`src/rtl/sensor_irq_pkg.sv`:
```
/*
 * Shared constants and carrier types for the sensor event flag,
 * interrupt mask and FIFO byte count block.
 * Assumes a register port already decoded from the serial bus,
 * one request per clk cycle, all on the same clock.
 */
`default_nettype none

package sensor_irq_pkg;

	// Register addresses on the serial register port
	localparam logic [6:0] ADDR_INT_MASK     = 7'h48;
	localparam logic [6:0] ADDR_EVENT_STATUS = 7'h49;
	localparam logic [6:0] ADDR_SLAVE_STATE  = 7'h4a;

	// Values after reset
	localparam logic [7:0] MASK_RESET  = 8'hff;
	localparam logic [7:0] FLAGS_RESET = 8'h00;
	localparam logic [7:0] COUNT_RESET = 8'h00;
	localparam logic       SLAVE_RESET = 1'b0;

	// Field positions inside the status and slave state words, and the source flag count
	localparam int FLAG_LSB      = 0;
	localparam int FLAG_FIFO_LVL = 7;
	localparam int COUNT_LSB     = 8;
	localparam int FLUSH_BIT     = 15;
	localparam int SLAVE_MATCH   = 0;
	localparam int NUM_SRC_FLAGS = 7;

	// Flag bit order: prox_on_level1 .. watchdog, then FIFO level
	typedef enum {
		EV_PROX_ON_LEVEL1,
		EV_PROX_OFF_LEVEL1,
		EV_PROX_ON_LEVEL2,
		EV_PROX_OFF_LEVEL2,
		EV_GESTURE,
		EV_SAMPLE,
		EV_WATCHDOG
	} event_src_t;

	// One register access from the serial slave
	typedef struct packed {
		logic [6:0]  addr;
		logic        wr;
		logic        rd;
		logic [15:0] wdata;
	} reg_req_t;

	// Event pulses from the sensing core and the serial slave
	typedef struct packed {
		logic [NUM_SRC_FLAGS-1:0] src;
		logic                     slave_match;
		logic                     byte_in;
		logic                     byte_out;
	} event_in_t;

endpackage

`default_nettype wire

```
`src/rtl/sensor_irq_status.sv`:
```
/*
 * Event flags, interrupt mask, FIFO byte count and serial slave
 * status for the proximity and gesture sensor.
 * Assumes every input is driven by logic on clk (no synchronisers);
 * event inputs are one-cycle pulses, the FIFO threshold comes from
 * the configuration register held elsewhere.
 */
`timescale 1ns/1ps
`default_nettype none

module sensor_irq_status (
	input  wire logic                      clk,
	input  wire logic                      sys_rst,
	input  wire sensor_irq_pkg::reg_req_t  req,
	input  wire sensor_irq_pkg::event_in_t ev,
	input  wire logic [3:0]                queue_level_threshold,
	output logic [15:0]                    reg_rdata,
	output logic                           irq
);

	logic [7:0]  flags_ff;
	logic [7:0]  nxt_flags;
	logic [7:0]  mask_ff;
	logic [7:0]  count_ff;
	logic [7:0]  nxt_count;
	logic        slave_ff;
	logic        nxt_slave;
	logic [15:0] rdata_ff;
	logic [15:0] nxt_rdata;
	logic [7:0]  set_vec;
	logic        fifo_above;
	logic        wr_status;
	logic        rd_status;
	logic        wr_mask;
	logic        rd_slave;

	// Address decode of the register port
	assign wr_status = req.wr && (req.addr == sensor_irq_pkg::ADDR_EVENT_STATUS);
	assign rd_status = req.rd && (req.addr == sensor_irq_pkg::ADDR_EVENT_STATUS);
	assign wr_mask   = req.wr && (req.addr == sensor_irq_pkg::ADDR_INT_MASK);
	assign rd_slave  = req.rd && (req.addr == sensor_irq_pkg::ADDR_SLAVE_STATE);

	// Level compare, so the flag re-arms right after a clear while still above
	assign fifo_above = count_ff > {4'h0, queue_level_threshold};
	assign set_vec    = {fifo_above, ev.src};

	// Flag update: read and W1C clear first, new events win over both
	always_comb begin
		nxt_flags = flags_ff;
		if (rd_status) begin
			nxt_flags = sensor_irq_pkg::FLAGS_RESET;
		end
		if (wr_status) begin
			nxt_flags = nxt_flags & ~req.wdata[7:0];
		end
		nxt_flags = nxt_flags | set_vec;
	end

	always_ff @(posedge clk) begin
		if (sys_rst) begin
			flags_ff <= sensor_irq_pkg::FLAGS_RESET;
		end else begin
			flags_ff <= nxt_flags;
		end
	end

	// Mask, active high, same bit order as the flags
	always_ff @(posedge clk) begin
		if (sys_rst) begin
			mask_ff <= sensor_irq_pkg::MASK_RESET;
		end else if (wr_mask) begin
			mask_ff <= req.wdata[7:0];
		end
	end

	// Byte count: clears first, then this cycle's push and pop
	always_comb begin
		nxt_count = count_ff;
		if (rd_status) begin
			nxt_count = sensor_irq_pkg::COUNT_RESET;
		end else if (wr_status && req.wdata[sensor_irq_pkg::FLUSH_BIT]) begin
			nxt_count[6:0] = 7'h00;
		end
		nxt_count = nxt_count + {7'h00, ev.byte_in} - {7'h00, ev.byte_out};
	end

	always_ff @(posedge clk) begin
		if (sys_rst) begin
			count_ff <= sensor_irq_pkg::COUNT_RESET;
		end else begin
			count_ff <= nxt_count;
		end
	end

	// Slave match is sticky until its status register is read
	assign nxt_slave = (rd_slave ? sensor_irq_pkg::SLAVE_RESET : slave_ff) | ev.slave_match;

	always_ff @(posedge clk) begin
		if (sys_rst) begin
			slave_ff <= sensor_irq_pkg::SLAVE_RESET;
		end else begin
			slave_ff <= nxt_slave;
		end
	end

	// Read data captures the value before the self-clear takes effect
	always_comb begin
		case (req.addr)
			sensor_irq_pkg::ADDR_INT_MASK: begin
				nxt_rdata = {8'h00, mask_ff};
			end
			sensor_irq_pkg::ADDR_EVENT_STATUS: begin
				nxt_rdata = {count_ff, flags_ff};
			end
			sensor_irq_pkg::ADDR_SLAVE_STATE: begin
				nxt_rdata = {15'h0000, slave_ff};
			end
			default: begin
				nxt_rdata = 16'h0000;
			end
		endcase
	end

	always_ff @(posedge clk) begin
		if (sys_rst) begin
			rdata_ff <= 16'h0000;
		end else if (req.rd) begin
			rdata_ff <= nxt_rdata;
		end
	end

	assign reg_rdata = rdata_ff;
	// Gated from the flag, mask and slave flops, not registered itself, so it can glitch
	assign irq = (|(flags_ff & ~mask_ff)) | slave_ff;
endmodule

`default_nettype wire

```
`config.mk`:
```
export PLATFORM = sky130hd
export DESIGN_NAME = sensor_irq_status
export DESIGN_NICKNAME = d
export VERILOG_FILES = /design/src/rtl/sensor_irq_pkg.sv /design/src/rtl/sensor_irq_status.sv
export SDC_FILE = /design/constraint.sdc
export NUM_CORES = 1
export LEC_CHECK = 0
export ABC_CLOCK_PERIOD_IN_PS = 9400
export BUFFER_PORTS_ARGS = -buffer_cell sky130_fd_sc_hd__clkbuf_2
export CAP_MARGIN = 20
export CORE_UTILIZATION = 30
export DETAILED_ROUTE_END_ITERATION = 10
export HOLD_SLACK_MARGIN = 0.05
export PLACE_DENSITY_LB_ADDON = 0.05
export SLEW_MARGIN = 20
export SYNTH_ARGS = -nofsm -noshare
export SYNTH_HDL_FRONTEND = slang
export SYNTH_SLANG_ARGS = --single-unit
```
`constraint.sdc`:
```
create_clock -name clk -period 9.4 [get_ports clk]
set_clock_uncertainty 0.05 [all_clocks]
set_input_delay 0.47 -clock clk [delete_from_list [all_inputs] [get_ports clk]]
set_output_delay 0.47 -clock clk [all_outputs]
set_load 0.03 [all_outputs]
```
## Word-level counts from Yosys, hierarchy flattened

Index checks and enable logic that the tools add are counted.

| storage, ports and cells | value |
|---|---|
| register bits | 41 |
| input bits | 41 |
| output and inout bits | 17 |
| word-level logic and storage cells | 31 |

| cells by class | value |
|---|---|
| add/subtract/negate cells | 2 |
| order comparisons | 1 |
| equal/unequal tests | 3 |
| mux-type cells | 7 |
| bitwise logic cells | 7 |
| reductions and logical operators | 6 |

Operators by type and width:

| kind | number |
|---|---|
| $pmux W16 S3 | 1 |
| $eq A7 B7 Y1 const B | 3 |
| $and A8 B8 Y8 | 2 |
| $mux W8 | 2 |
| $not A8 Y8 | 2 |
| $mux W7 | 2 |
| $add A8 B1 Y8 | 1 |
| $gt A8 B4 Y1 | 1 |
| $or A8 B8 Y8 | 1 |
| $reduce_or A8 Y1 | 1 |
| $sub A8 B1 Y8 | 1 |
| $logic_and A1 B1 Y1 | 5 |
| $mux W1 | 2 |
| $or A1 B1 Y1 | 2 |

## Depth between registers and ports, before layout

| depth | value |
|---|---|
| depth in word-level cells | 7 |
| depth in mapped cells | 14 |

## Worst setup path before layout

Ideal clock, no wire load.

| timing | value |
|---|---|
| kind | in2reg |
| from | input req[18] (netlist bit) |
| to | register count_ff[5] |
| arrival | 3.319 ns |
| data required time | 9.216 ns |
| slack | 5.896 ns |
| stages on the path | 13 |
| cell sequence | buf_4 -> or4b_1 -> buf_2 -> or3_4 -> buf_6 -> nand2_1 -> inv_1 -> ha_1 -> a21oi_1 -> a21oi_1 -> o21ai_0 -> a2111oi_0 -> or4_1 |

| between the ends | value |
|---|---|
| word-level cells in the longest chain between the ends | 7 |
| elaborated cells between the ends (all ways) | 8 |

RTL lines:

| element | RTL line | text |
|---|---|---|
| start: declaration | sensor_irq_status.sv:14 | `input wire sensor_irq_pkg::reg_req_t req,` |
| $eq A7 B7 Y1 (*) | sensor_irq_status.sv:38, sensor_irq_status.sv:39 |  |
| $logic_and A1 B1 Y1 | sensor_irq_status.sv:38 | `assign wr_status = req.wr && (req.addr == sensor_irq_pkg::ADDR_EVENT_STATUS);` |
| $logic_and A1 B1 Y1 | sensor_irq_status.sv:81 | `end else if (wr_status && req.wdata[sensor_irq_pkg::FLUSH_BIT]) begin` |
| $mux W7 | sensor_irq_status.sv:81 |  |
| $mux W7 (*) | sensor_irq_status.sv:79 | `if (rd_status) begin` |
| $add A8 B1 Y8 (*) | sensor_irq_status.sv:84 | `nxt_count = nxt_count + {7'h00, ev.byte_in} - {7'h00, ev.byte_out};` |
| $sub A8 B1 Y8 (*) | sensor_irq_status.sv:84 |  |
| end signal: assignment | sensor_irq_status.sv:89 | `count_ff <= sensor_irq_pkg::COUNT_RESET;` |
| end signal: assignment | sensor_irq_status.sv:91 | `count_ff <= nxt_count;` |
| end: declaration | sensor_irq_status.sv:24 | `logic [7:0] count_ff;` |

Every way passes the cells marked *; elsewhere a longest branch is shown, timed or not.
A chain may end at the register's enable or synchronous reset.

## Worst setup path after layout

Same ends and word-level chain as after synthesis.

==> qor.yml <==
outcome:
  status: "finished, final reports clean"
logic_synthesis:
  async_flop_share_pct: 0
  syn_inst: 261
  synth.top_cell.area_share_pct: 38.32
  synth_cell_types: 50
  seq_area_frac_synth_pct: 38.32
  yosysWarnings: 0
  synthesis.area_sq_mm: 0.002142
  yosys_most_used_dff: "dfxtp_1"
  synth_seq_cells: 41
  synth_area_leader_cell: "dfxtp_1"
  synth_area_leaders: "dfxtp_1 (38%), ha_1 (6.4%), nor2_1 (5.8%)"
  synth-edff-count: 0
  syn_area_per_cell_sq_um: 8.207
  syn_nets: 314
layout:
  n_fill_cell: 775
  fin_nets: 361
  final_common_cell: "clkbuf_2"
  syn2layout_area_growth_pct: 19.68
  final_cell_mix: "clkbuf_2 (51), dfxtp_1 (41), nor2_1 (33)"
  final_cells: 405
  final_layout_size_suffix_gt1_share_pct: 21.68
  antenna_cells: 0
  fin_area_sq_mm: 0.002564
power_and_ir_drop:
  power_w: 0.0005480
  p_leak_nw: 1.132
  pwr_density_cell_mw_per_mm2: 213.8
  ir_drop_mv: 0.07380
cts:
  h-tree-depth: 2
  post_cts_buffers: 0
  ctsResizeCount: 0
  clk_latency_ps: 290
  cts_tree: "done"
  cts_buffers: 5
  cts-hold-fix-buffers: 0
  cts.clk_slew.worst_paths_ps: 90
  clock_path_buffers: 2
  cts_root_buffer: "clkbuf_8"
  clock-sinks: 41
placement:
  globalplace.congestion: 0.7499
  post_dp_cell_area_sq_mm: 0.002462
  dpl.hpwl_um: 3951
  io_buffer_count: 50
  dpl.cell_count: 396
critical_path:
  crit_required_ps: 9520
  crit_arrival_ps: 3870
  path_max_fanout: 17
  endpoint_kind: "register"
  start_kind: "primary input"
  path_class: "primary input to register"
die:
  dieArea_sq_mm: 0.007482
  num_io_pins: 58
  dieWidth_um: 86.50
  core_sq_mm: 0.006832
  die_h_um: 86.50
  start_util_pct: 31.36
  placement_rows: 30
global_route:
  grt_pass1_wl_um: 8866
  grt_usage_pct: 15.48
  antenna_found_initial: 0
  grt_pass1_vias: 1815
  grt_max_degree: 42
  grt_remaining_overflow: 0
route:
  first_iter_violations: 56
  wire_per_inst_um: 13.25
  first_pass_iters: 4
  drc: 0
  vias: 1928
  routed_wl_um: 5367
  viasPerCell: 4.760
  ant_nets: 0
min_path:
  hold_class: "primary input to register"
timing:
  finalHoldViolations: 0
  rsz0062_at_grt: "no"
  tns_ps: 0
  max_freq_mhz: 266.9
  maxSlewViolCount: 0
  fin_crit_ps: 3746
  post-route-period-util_pct: 39.85
  worstMarginPinSlew_ps: 911.3
  slew_headroom_pct: 38.78
  setup_viol: 0
flow_run:
  max-cap-violations: 0
==> synthesized netlist by cell type (all sizes together) (2+ instances only) <==
cell and number:
a31oi 9, inv 22, a22oi 16, nor3 5
ha 11, a21oi 12, nor2 33, nor2b 4
nor3b 3, mux2i 5, a2111oi 2, o21a 2
nand2 31, xnor2 4, nand3b 3, nand3 3
buf 5, clkbuf 7, o211ai 5, or3 2
o31ai 2, mux2 4, dfxtp 41, o21ai 10
or4 2
==> metrics by stage <==
stage / setup slack (ps) / hold WS, ps / utilization [%]
floorplan: 5896 / 410.6 / -
global placement: 5363 / 397.4 / 36.04
detailed placement: 5342 / 401.0 / 36.04
CTS: 5668 / 314.6 / 37.45
global route: 5387 / 314.7 / 37.53
finish: 5654 / 322.7 / 37.53
==> logic make-up after synthesis <==
family | Yosys count | synth area share (%)
simple gates | 93 | 20.33
compound gates | 66 | 20.79
flops | 41 | 38.32
buf+inv | 35 | 6.717
fa+ha+maj | 12 | 7.360
mux | 9 | 4.439
xor+xnor | 5 | 2.044
==> flip-flops by register name, summed over array words and instances, names as in the netlist <==
register and flops:
slave_ff 1, mask_ff 8, count_ff 8, reg_rdata 16, flags_ff 8
==> per-layer routing <==
metal | track usage [%] | share of wire, %
met1 | 19.33 | 47
met2 | 26.91 | 50
met3 | 2.857 | 2.5
met4 | 5.000 | 1.1
met5 | 0 | 0
==> report_power, final <==
part | total [W] | switching [W] | internal (W)
logic | 0.000207 | 0.000106 | 0.000100
registers | 0.000216 | 0.0000242 | 0.000192
clock network | 0.000125 | 0.0000657 | 0.0000596
total | 0.000548 | 0.000196 | 0.000352
==> area by class of cell <==
class	instances	area (sq um)	share of cell area, %
inverters	23	86.33	3.367
clock inverters	2	13.76	0.5368
well taps	96	120.1	4.685
multi-input cells	185	1177	45.92
flip-flops and latches	41	820.8	32.02
clock buffers	6	82.58	3.221
repair buffers	52	262.8	10.25
==> critical path: stages <==
cell and delay, ps:
clkbuf_2 280, or4b_1 600, or3_4 490, nand2_1 160
inv_1 60, ha_1 300, a21oi_1 350, a21oi_1 110
o21ai_0 340, a2111oi_0 160, or4_1 550
==> final timing paths <==
kind                 from           end  slack [ps]  cells past startpoint
min reg2reg  reg_rdata[0]  reg_rdata[0]         410                      2
max reg2reg   count_ff[1]   count_ff[5]        6680                      8
min                 ev[8]   flags_ff[5]         320                      3
max               req[18]   count_ff[5]        5650                     11
Power figures use the tool's default switching activity.
